`config.mk`:
```
export PLATFORM = sky130hd
export DESIGN_NAME = rcr_bank
export DESIGN_NICKNAME = d
export VERILOG_FILES = /design/src/include/rcr_pkg.sv /design/src/rcr_rail_sel.sv /design/src/rcr_bank.sv
export VERILOG_INCLUDE_DIRS = /design/src /design/src/include
export SDC_FILE = /design/constraint.sdc
export NUM_CORES = 1
export LEC_CHECK = 0
export BUFFER_PORTS_ARGS = -buffer_cell sky130_fd_sc_hd__buf_2
export CAP_MARGIN = 20
export CORE_UTILIZATION = 52
export DETAILED_ROUTE_END_ITERATION = 8
export GPL_ROUTABILITY_DRIVEN = 0
export PLACE_DENSITY = 0.82
export SETUP_SLACK_MARGIN = 0.05
export SKIP_LAST_GASP = 1
export SLEW_MARGIN = 20
export SYNTH_ARGS = -nofsm -noshare
export SYNTH_HDL_FRONTEND = slang
export SYNTH_SLANG_ARGS = --single-unit
```
`constraint.sdc`:
```
create_clock -name clock -period 2.9 [get_ports clock]
set_input_delay 0 -clock clock [delete_from_list [all_inputs] [get_ports clock]]
set_output_delay 0 -clock clock [all_outputs]
set_load 0.02 [all_outputs]
```
`src/include/rcr_map.svh`:
```
// register offsets, field positions and reset values for the rail control bank
`ifndef RCR_MAP_SVH
`define RCR_MAP_SVH

`define RCR_ADDR_W          8
`define RCR_DATA_W          8
`define RCR_OFF_STEP_A      8'h26
`define RCR_OFF_STEP_B      8'h27
`define RCR_OFF_LINEAR_A    8'h28
`define RCR_SLP_HI          5
`define RCR_SLP_LO          4
`define RCR_MODE_BIT        1
`define RCR_ON_BIT          0
`define RCR_SLP_OFF         2'h0
`define RCR_SLP_ON          2'h3
`define RCR_RO_MASK         8'hC0
`define RCR_RST_STEP_A      8'h0F
`define RCR_RST_STEP_B      8'h0D
`define RCR_RST_LINEAR_A    8'h0D
`define RCR_PIN_ONE         1'b0
`define RCR_PIN_TWO         1'b1

`endif

```
`src/include/rcr_pkg.sv`:
```
// types shared by the rail control bank
package rcr_pkg;

  // host port write or read request
  typedef struct packed {
    logic       wr;
    logic       rd;
    logic [7:0] addr;
    logic [7:0] wdata;
  } rcr_req_t;

  // decoded control for one rail
  typedef struct packed {
    logic on;
    logic pwm;
    logic use_sleep;
  } rcr_rail_t;

  // access phase of the host port
  typedef enum logic [1:0] {
    RCR_IDLE  = 2'b00,
    RCR_WRITE = 2'b01,
    RCR_READ  = 2'b10
  } rcr_phase_t;

endpackage

```
`src/rcr_rail_sel.sv`:
```
// per-rail voltage code select and enable gating
`timescale 1ns/1ps
`default_nettype none
`include "rcr_map.svh"

module rcr_rail_sel (
  input  wire logic [7:0] ctrl,
  input  wire logic       has_mode,
  input  wire logic       pin_sel,
  input  wire logic       sleep_pin_one,
  input  wire logic       sleep_pin_two,
  input  wire logic       pin_on,
  output var rcr_pkg::rcr_rail_t rail
);

  logic slp_pin;

  // ****************************************************
  // sleep code select and on gating
  // ****************************************************
  // factory pin choice
  assign slp_pin = (pin_sel == `RCR_PIN_TWO) ? sleep_pin_two : sleep_pin_one;
  always_comb begin
    rail.use_sleep = (ctrl[`RCR_SLP_HI:`RCR_SLP_LO] == `RCR_SLP_ON) &&
                     !slp_pin;
    rail.pwm = has_mode & ctrl[`RCR_MODE_BIT];
    rail.on = ctrl[`RCR_ON_BIT] & pin_on;
  end

endmodule // rcr_rail_sel
`default_nettype wire

```
`src/rcr_bank.sv`:
```
// rail control register bank: two step-down rails and one linear rail
// Behaviour
// - sleep field 00 always selects the normal voltage code.
// - sleep field 11 selects the sleep code while the assigned pin is low.
// - the governing sleep pin per rail is a factory strap, not a register.
// - step-down mode bit 0 means automatic, 1 means forced pwm.
// - on bit 0 turns a step-down rail off regardless of control pins.
// - the linear on bit behaves the same way.
// - step-down rail a control sits at 26h with a factory reset value.
// - rail b at 27h and linear at 28h, both with factory reset values.
`timescale 1ns/1ps
`default_nettype none
`include "rcr_map.svh"

module rcr_bank #(
  parameter logic [7:0] RST_STEP_A   = `RCR_RST_STEP_A,
  parameter logic [7:0] RST_STEP_B   = `RCR_RST_STEP_B,
  parameter logic [7:0] RST_LINEAR_A = `RCR_RST_LINEAR_A,
  parameter logic [2:0] PIN_SEL      = 3'h0
) (
  input  wire logic             clock,
  input  wire logic             rst_n,
  input  wire rcr_pkg::rcr_req_t req,
  input  wire logic             sleep_pin_one,
  input  wire logic             sleep_pin_two,
  input  wire logic [2:0]       control_pin_on,
  output logic [7:0]            rdata,
  output logic                  rvalid,
  output logic                  step_down_rail_a_on,
  output logic                  step_down_rail_b_on,
  output logic                  linear_rail_a_on,
  output logic                  rail_a_pwm_force,
  output logic                  rail_b_pwm_force,
  output logic                  rail_a_use_sleep,
  output logic                  rail_b_use_sleep,
  output logic                  linear_a_use_sleep
);

  // ****************************************************
  // state
  // ****************************************************
  typedef struct packed {
    logic [2:0][7:0]     ctrl;
    logic [7:0]          rdata;
    logic                rvalid;
    rcr_pkg::rcr_phase_t phase;
    logic [2:0]          on;
    logic [2:0]          pwm;
    logic [2:0]          slp;
  } rcr_state_t;

  rcr_state_t         st_r;
  rcr_state_t         st_nxt;
  rcr_pkg::rcr_rail_t rail [3];
  logic [1:0]         idx;
  logic               hit;

  // address decode, unmapped reads return zero
  always_comb begin
    hit = 1'b1;
    idx = 2'h0;
    case (req.addr)
      `RCR_OFF_STEP_A:   idx = 2'h0;
      `RCR_OFF_STEP_B:   idx = 2'h1;
      `RCR_OFF_LINEAR_A: idx = 2'h2;
      default:           hit = 1'b0;
    endcase
  end

  // ****************************************************
  // rail decode, one instance per rail
  // ****************************************************
  genvar g;
  generate
    for (g = 0; g < 3; g++) begin : g_rail
      rcr_rail_sel u_sel (
        .ctrl          (st_r.ctrl[g]),
        .has_mode      (g != 2),
        .pin_sel       (PIN_SEL[g]),
        .sleep_pin_one (sleep_pin_one),
        .sleep_pin_two (sleep_pin_two),
        .pin_on        (control_pin_on[g]),
        .rail          (rail[g])
      );
    end
  endgenerate

  // next state; reserved bit patterns are the host's job, stored as written
  always_comb begin
    st_nxt        = st_r;
    st_nxt.rvalid = 1'b0;
    st_nxt.phase  = rcr_pkg::RCR_IDLE;
    if (req.wr && hit) begin
      st_nxt.phase = rcr_pkg::RCR_WRITE;
      st_nxt.ctrl[idx] = req.wdata & ~`RCR_RO_MASK;
    end else if (req.rd && !req.wr) begin // any write request wins
      st_nxt.phase  = rcr_pkg::RCR_READ;
      st_nxt.rvalid = 1'b1;
      st_nxt.rdata  = hit ? st_r.ctrl[idx] : 8'h00;
    end
    for (int i = 0; i < 3; i++) begin
      st_nxt.on[i]  = rail[i].on;
      st_nxt.pwm[i] = rail[i].pwm;
      st_nxt.slp[i] = rail[i].use_sleep;
    end
  end

  // register everything; factory values load at reset
  always_ff @(posedge clock) begin
    if (!rst_n) begin
      st_r         <= '0;
      st_r.ctrl[0] <= RST_STEP_A & ~`RCR_RO_MASK;
      st_r.ctrl[1] <= RST_STEP_B & ~`RCR_RO_MASK;
      st_r.ctrl[2] <= RST_LINEAR_A & ~`RCR_RO_MASK;
    end else begin
      st_r <= st_nxt;
    end
  end

  assign rdata               = st_r.rdata;
  assign rvalid              = st_r.rvalid;
  assign step_down_rail_a_on = st_r.on[0];
  assign step_down_rail_b_on = st_r.on[1];
  assign linear_rail_a_on    = st_r.on[2];
  assign rail_a_pwm_force    = st_r.pwm[0];
  assign rail_b_pwm_force    = st_r.pwm[1];
  assign rail_a_use_sleep    = st_r.slp[0];
  assign rail_b_use_sleep    = st_r.slp[1];
  assign linear_a_use_sleep  = st_r.slp[2];
endmodule // rcr_bank
`default_nettype wire

```
==> flow_summary.toml, run 1 <==
[global_route]
grt_max_degree = 29
grt_pass1_vias = 1000
antenna_found_initial = 0
grt_usage_pct = 23.98
grt_pass1_wl_um = 4450
overflow = 0

[critical_path]
critPathLaunchType = "input pin"
worst-r2r-cell-count = 3
cp_num_buf_inv = 1
cp_max_fo = 9
r2r_end = "rdata[5]"
cp_cell_sequence = "buf_2 > nor4b_4 > nand3_2 > mux2i_1 > nand2_1"
worst_ep_required_time_ps = 3110
slowest_stage = "nor4b_4"
cp.arrival_ps = 1340
criticalPathCategory = "input pin to flop"
r2r_start = "st_r[41]"
end_kind = "flop"
rrSetupSlack_ps = 1930
max_stage_delay_ps = 580
crit_family = "simple AND/OR/NAND/NOR gates"

[timing]
drv_slew = 0
timing.fmax_ghz = 0.8804
setup_violations = 0
finalSetupTns_ps = 0
skew_ps = 4.610
worst_slew_pin_slew_ps = 592.2
hold_viol = 0
slew_headroom_pct = 60.35
rsz0062_at_grt = "false"
period_share_pct = 39.17
timing.final.crit_period_ps = 1136

[min_path]
whs_endpoint = "st_r[30]"
hp-start = "rst_n"
hold_class = "input pin to flop"
hold_depth = 2

[routing]
wire_per_inst_um = 13.70
via_count = 1072
drc = 0
routed_wl_um = 2754
ant_nets = 0
dr.pass1.iters = 4
drt_iter0_markers = 32
avgViaCountPerCell = 5.333

[placed_design]
dp.cells = 183
io_buffer_count = 36
dpl.hpwl_um = 1874

[layout]
final_nets = 198
area_delta_synth_final_pct = 27.48
final_cells = 201
drive_above_1_share_pct = 28.32
diodes = 0

[cts]
cts_root_buffer = "clkbuf_4"
cts_buffers = 5
post_cts_buffers = 0
clockBufferDepth = 2
cts_hold_buf = 11
cts_tree = "built"
clkLatencyLatePin_ps = 330
cts_resized = 0
clk_pin_slew_worst_paths_ps = 90
clock-sinks = 33
cts_max_level = 2

[floorplan]
rows = 17
fp.dieW_um = 51.78
die_h_um = 51.78
start_util_pct = 56.62
pin_count = 42
core-area_um2 = 2276
dieArea_um2 = 2681

[flow_run]
drv_cap = 0

[synthesis]
ys.flop_type = "dfxtp_1"
synth_edf_count = 0
synth_seq_cells = 33
synth_cell_types = 23
synth.cell_area_um2 = 1289
ys_seq_area_share_pct = 51.26
synth_cells = 124
avgSynthCellArea_um2 = 10.39
synth_warnings = 0
async_reset_ff_share_pct = 0

[run_status]
status = "finished clean"

[pwr]
ir_drop_v = 0.0003837
p_leak_nw = 0.8845
p_per_area_nw_per_um2 = 475.5
[cells in the final DEF, fill, tap and decap left out, types with 2 or more instances in the layout]
cell type       n
a22o_1          6
a22oi_1         6
and2_1          2
and3_1          7
buf_2          36
clkbuf_4        5
conb_1          2
dfxtp_1        33
dlygate4sd3_1  11
inv_1           7
mux2i_1        13
nand2_1        14
nand3_1         4
nor2b_1         4
nor4b_4         2
o21ai_0        11
[metal layers]
layer / share of wire (%) / GRT usage, % / wire [um]
met4: 2.9 / 12.61 / 79
met2: 51 / 40.04 / 1408
met1: 41 / 26.36 / 1121
met5: 0 / 0 / 0
met3: 5.2 / 8.772 / 144
[worst reg2reg max path, cell delays in order (launching register included)]
cell	delay (ps)
dfxtp_1	330
a22oi_1	190
o21ai_0	140
a22o_1	210
[sequential cells by signal, summed over array words and instances, names as in the netlist]
name and flops:
linear_a_use_sleep 1, rvalid 1, rdata 6, rail_a_pwm_force 1, step_down_rail_b_on 1, st_r 18
rail_b_use_sleep 1, step_down_rail_a_on 1, rail_a_use_sleep 1, linear_rail_a_on 1, rail_b_pwm_force 1
[synthesized netlist by cell type (all sizes together), types with 4 or more instances]
library cell,count,area [um2]
a22oi,6,45.04
dfxtp,33,660.6
mux2i,13,130.1
nand3,5,30.03
nor2b,4,25.02
nand2,14,52.55
clkbuf,4,15.01
o21ai,11,55.05
inv,7,26.28
a22o,6,52.55
and3,7,43.79
[kinds of logic after synthesis]
logic type | after synthesis | share of synthesized area [%]
AO/OA/AOI/OAI | 25 | 13.20
buffers and inverters | 13 | 4.369
flip-flops | 33 | 51.26
multiplexers | 13 | 10.10
other | 1 | 0.2910
AND/OR/NAND/NOR | 39 | 20.78
[layout make-up]
type                            instances  area, um2
Sequential cell                        33      660.6
Fill cell                             179      633.1
Multi-Input combinational cell         79      575.6
Timing Repair Buffer                   47      290.3
Clock buffer                            7      55.05
Tap cell                               28      35.03
Inverter                                7      26.28
[how the worst max path moves through the flow]
stage / endpoint / slack, ps / depth (start not counted) / start
floorplan: st_r[36] / 1860 / 4 / req[8]
global placement: st_r[36] / 1470 / 5 / req[8]
detailed placement: st_r[39] / 1410 / 5 / req[8]
CTS: st_r[39] / 1760 / 5 / req[8]
global route: st_r[39] / 1670 / 5 / req[8]
finish: st_r[39] / 1760 / 5 / req[8]
[where the power goes]
group	internal [mW]	switching, mW	total (mW)
registers	0.457	0.000948	0.458
logic	0.0329	0.0357	0.0685
clock network	0.114	0.141	0.255
[stage by stage]
stage | instance area (um2) | utilization, % | setup slack, ps | total power [mW] | hold WS, ps
final | 1643 | 72.18 | 1764 | 0.7811 | 46.49
after global routing | 1643 | 72.18 | 1670 | 0.8164 | 46.02
after CTS | 1643 | 72.18 | 1760 | 0.7882 | 31.54
after detailed placement | 1478 | 64.93 | 1411 | 0.5250 | 241.0
after global placement | 1478 | 64.93 | 1473 | 0.5227 | 239.0
after floorplan | 1292 | - | 1858 | 0.4995 | 125.1
(Power assumes the default switching activity.)
==> run 2, diff against run 1 <==
CORE_UTILIZATION = 49   (was 52)
PLACE_DENSITY = 0.78   (was 0.82)
clock period = 1.1 ns   (was 2.9 ns; I/O delays follow)
==> run 2 against run 1 <==
Final cell count increased by 5.5%; setup slack got worse by 1700 ps; clock power increased to 3.1 times the previous value; count of clock-buffer cells in the layout unchanged; sequential share of layout area decreased by 2.3 points; clock skew increased by 1.6 ps; critical path depth unchanged; global-route usage increased by 2.5 points; highest routed layer unchanged.
==> flow_summary.toml, run 2 (synthesized netlist as in run 1, its figures left out) <==
[run_status]
status = "finished clean"

[global_route]
grt_util_met2_pct = 42.92
grt_pass1_vias = 1096
grt_busiest_layer = "met2"
overflow = 0
grt_pass1_wl_um = 5071
antenna_found_initial = 0
met1_usage_pct = 28.37
met3_usage_pct = 9.483
grt_usage_pct = 26.48
grt_max_degree = 16

[routing]
ant_nets = 0
avgViaCountPerCell = 5.321
drt_iter0_markers = 26
wire_per_inst_um = 14.41
via_count = 1128
routed_wl_um = 3055
dr.pass1.iters = 4
drc = 0

[layout]
top_register = "st_r"
area_delta_synth_final_pct = 35.24
post-route-util_pct = 70.35
largest_reg_flops = 18
fin_area_um2 = 1743
final_common_cell = "buf_2"
diodes = 0
drive_above_1_share_pct = 32.97
final_nets = 206
final_cell_mix = "36 x buf_2, 33 x dfxtp_1, 14 x nand2_1"
fillers = 207

[cts]
clock-sinks = 33
clk_pin_slew_worst_paths_ps = 100
cts_tree = "built"
cts_root_buffer = "clkbuf_4"
cts_max_level = 2
cts_buffers = 5
clockBufferDepth = 2
post_cts_buffers = 0
clkLatencyLatePin_ps = 340

[flow_run]
drv_cap = 0

[floorplan]
pin_count = 42
start_util_pct = 52.02
fp.dieW_um = 53.29
die_h_um = 53.29
rows = 18
dieArea_um2 = 2839
core-area_um2 = 2477

[critical_path]
criticalPathCategory = "input pin to flop"
rrSetupSlack_ps = 160
cp_max_fo = 6
end_kind = "flop"
worst_ep_required_time_ps = 1340
critPathLaunchType = "input pin"
cp.arrival_ps = 1240

[placed_design]
place_area_um2 = 1533
io_buffer_count = 36
dpl.hpwl_um = 2073

[pwr]
p_per_area_nw_per_um2 = 1256
power_mw = 2.189
p_leak_nw = 0.9497
ir_drop_v = 0.001039

[timing]
setup_violations = 0
timing.final.crit_period_ps = 999.1
hold_viol = 0
rsz0062_at_grt = "false"
timing.fmax_ghz = 1.001
drv_slew = 0
period_share_pct = 90.83
skew_ps = 6.212
finalSetupTns_ps = 0

[min_path]
hold_class = "input pin to flop"
## run 2: cell count changes in the layout (fill, tap and decap cells not counted), sizes merged
cell,before,now
buf,36,43
clkinv,0,1
dlygate4sd3,11,12
## run 2: power breakdown
part / internal [mW] / leakage (nW) / switching, mW
logic: 0.100 / 0.641 / 0.104
registers: 1.20 / 0.268 / 0.00239
clock network: 0.370 / 0.0413 / 0.408
## run 2: layer usage
layer | part of all wire (%) | wire [um]
met2 | 51 | 1548
met4 | 4.4 | 133
met1 | 39 | 1205
met3 | 5.5 | 168
met5 | 0 | 0
## run 2: worst paths after layout
kind | start | endpoint | depth (start not counted)
worst min register to register | st_r[39] | st_r[39] | 2
worst max register to register | st_r[40] | rdata[4] | 3
worst max-delay path | rst_n | rdata[1] | 5
worst min-delay path | rst_n | st_r[36] | 3
## run 2: final cells by class
type                    count  area (um2)  share of cell area (%)
flip-flops and latches     33       660.6                   37.90
multi-input cells          79       595.6                   34.17
repair buffers             55       352.8                   20.24
clock buffers               7       65.06                   3.733
well taps                  30       37.54                   2.154
inverters                   7       26.28                   1.508
clock inverters             1       5.005                  0.2872
## run 2: worst max-delay path, stage by stage
cell and delay (ps):
buf_2 120, dlygate4sd3_1 550, and3_1 210, o211a_4 170
a22o_1 190
## run 2: repair_timing
item | 4_1_cts | 5_1_grt
hold endpoints to repair | 25 | 0
endpoints found under the setup margin | 0 | 7
gates resized for setup | 0 | 4
hold buffers | 12 | 0
## run 2: per-stage QoR
step,instances,setup slack (ps),hold WS [ps]
floorplan,125,58.47,125.1
global placement,192,-114.5,240.2
detailed placement,192,-229.5,246.5
CTS,212,57.37,36.56
global route,212,51.55,54.90
finish,212,100.9,58.75
==> run 3, diff against run 2 <==
CELL_PAD_IN_SITES_DETAIL_PLACEMENT = 1   (was unset)
CELL_PAD_IN_SITES_GLOBAL_PLACEMENT = 1   (was unset)
CORE_UTILIZATION = 37   (was 49)
PLACE_DENSITY = unset   (was 0.78)
PLACE_DENSITY_LB_ADDON = 0.1   (was unset)
REMOVE_ABC_BUFFERS = 1   (was unset)
==> run 3 against run 2 <==
Combinational power down 5%; via count down 1.4%; first-iteration DRC count is 15% higher; setup slack worse by 35 ps; highest routed layer unchanged; non-clock buffer count increased by 2; cell area is 0.22% higher; register-to-register slack about the same; critical path type unchanged; utilization is 18 points lower; global-route usage decreased by 6.8 points; die area grew 31%; power fell by 5.6%.
==> flow_summary.toml, run 3 (synthesized netlist as in run 1, its figures left out) <==
[cts]
cts_buffers = 5
clkLatencyLatePin_ps = 340
cts_max_level = 2
cts_root_buffer = "clkbuf_4"
cts_tree = "built"
post_cts_buffers = 0
clock-sinks = 33
clk_pin_slew_worst_paths_ps = 100
clockBufferDepth = 2

[critical_path]
worst_ep_required_time_ps = 1390
critPathLaunchType = "input pin"
criticalPathCategory = "input pin to flop"
end_kind = "flop"
worst-r2r-cell-count = 3
r2r_start = "st_r[41]"
cp.arrival_ps = 1330
cp-startpoint = "rst_n"
cp_max_fo = 6

[layout]
fillers = 410
final_cell_mix = "36 x buf_2, 33 x dfxtp_1, 14 x nand2_1"
largest_reg_flops = 18
area_delta_synth_final_pct = 35.53
multiInputGateArea_um2 = 575.6
drive_above_1_share_pct = 32.61
diodes = 0
final_nets = 208
final_common_cell = "buf_2"
top_register = "st_r"
final_cells = 230
seqCellArea_um2 = 660.6
fin_area_um2 = 1747

[placed_design]
dpl.hpwl_um = 2280
dp.cells = 210
dp_slack_ps = -137.9
io_buffer_count = 36
place_area_um2 = 1568

[global_route]
overflow = 0
grt_max_degree = 27
met3_usage_pct = 6.303
grt_busiest_layer = "met2"
grt_pass1_vias = 1141
grt_pass1_wl_um = 5085
antenna_found_initial = 0
grt_util_met2_pct = 34.22
met1_usage_pct = 22.51
grt_usage_pct = 19.69

[min_path]
hold_class = "input pin to flop"
hold_depth = 3
hp-start = "req[17]"

[routing]
wire_per_inst_um = 13.96
drt_iter0_markers = 30
dr.pass1.iters = 4
ant_nets = 0
avgViaCountPerCell = 4.835
drc = 0
routed_wl_um = 3211
via_count = 1112

[timing]
period_share_pct = 93.99
timing.final.crit_period_ps = 1034
worst_slack_ps = 66.10
hold_viol = 0
timing.fmax_ghz = 0.9672
drv_slew = 0
rsz0062_at_grt = "false"
skew_ps = 11.06
setup_violations = 0

[floorplan]
core-area_um2 = 3337
start_util_pct = 38.62
pin_count = 42
rows = 21
fp.dieW_um = 61.02
die_h_um = 61.02
dieArea_um2 = 3723

[pwr]
p_seq_share_pct = 58.4
combPwrFrac_pct = 9.4
clockPowerShare_pct = 32.2
power_mw = 2.067
p_leak_nw = 0.9306
power_switching_mw = 0.5244
p_per_area_nw_per_um2 = 1183
swShare_pct = 25.37
ir_drop_v = 0.0005687
internal_power_mw = 1.543

[run_status]
status = "finished clean"

[flow_run]
drv_cap = 0
run 3: repair_timing:
action	4_1_cts	5_1_grt
gates resized for setup	0	1
hold buffers	12	0
setup endpoints to repair	0	2
endpoints found under the hold margin	25	0
run 3: power by group through the flow:
stage | Clock (mW) | Sequential, mW | Combinational [mW]
6_report | 0.666 | 1.21 | 0.194
5_1_grt | 0.758 | 1.21 | 0.213
4_1_cts | 0.695 | 1.21 | 0.192
3_5_place_dp | 0 | 1.23 | 0.159
3_3_place_gp | 0 | 1.23 | 0.155
2_1_floorplan | 0 | 1.25 | 0.0520
run 3: final cells by class:
type,instances,area share (%)
multi-input combinational,79,32.95
tap,46,3.295
timing repair buffer,57,21.27
clock inverter,3,1.003
sequential,33,37.82
inverter,7,1.504
clock buffer,5,2.149
run 3: per-layer routing:
metal | wire length, um | vias to the layer above
met5 | 0 | -
met4 | 52 | 0
met3 | 152 | 5
met2 | 1594 | 29
met1 | 1412 | 526
li1 | - | 552
run 3: critical path: stages:
cell and delay, ps:
dlygate4sd3_1 530, buf_2 130, a21boi_1 440, a22o_1 230
run 3: path summary, 6_finish.rpt:
| kind | to | slack [ps] |
|---|---|---|
| worst min register to register | st_r[23] | 490 |
| worst max-delay path | rdata[5] | 70 |
| worst max register to register | rdata[5] | 170 |
| worst min-delay path | rvalid | 60 |
run 3: through the flow:
step | hold WS, ps | utilization, % | setup TNS (ps)
2_1_floorplan | 61.94 | - | 0
3_3_place_gp | 241.3 | 46.98 | -1133
3_5_place_dp | 243.9 | 46.98 | -2003
4_1_cts | 38.60 | 52.23 | 0
5_1_grt | 59.24 | 52.34 | 0
6_report | 60.92 | 52.34 | 0
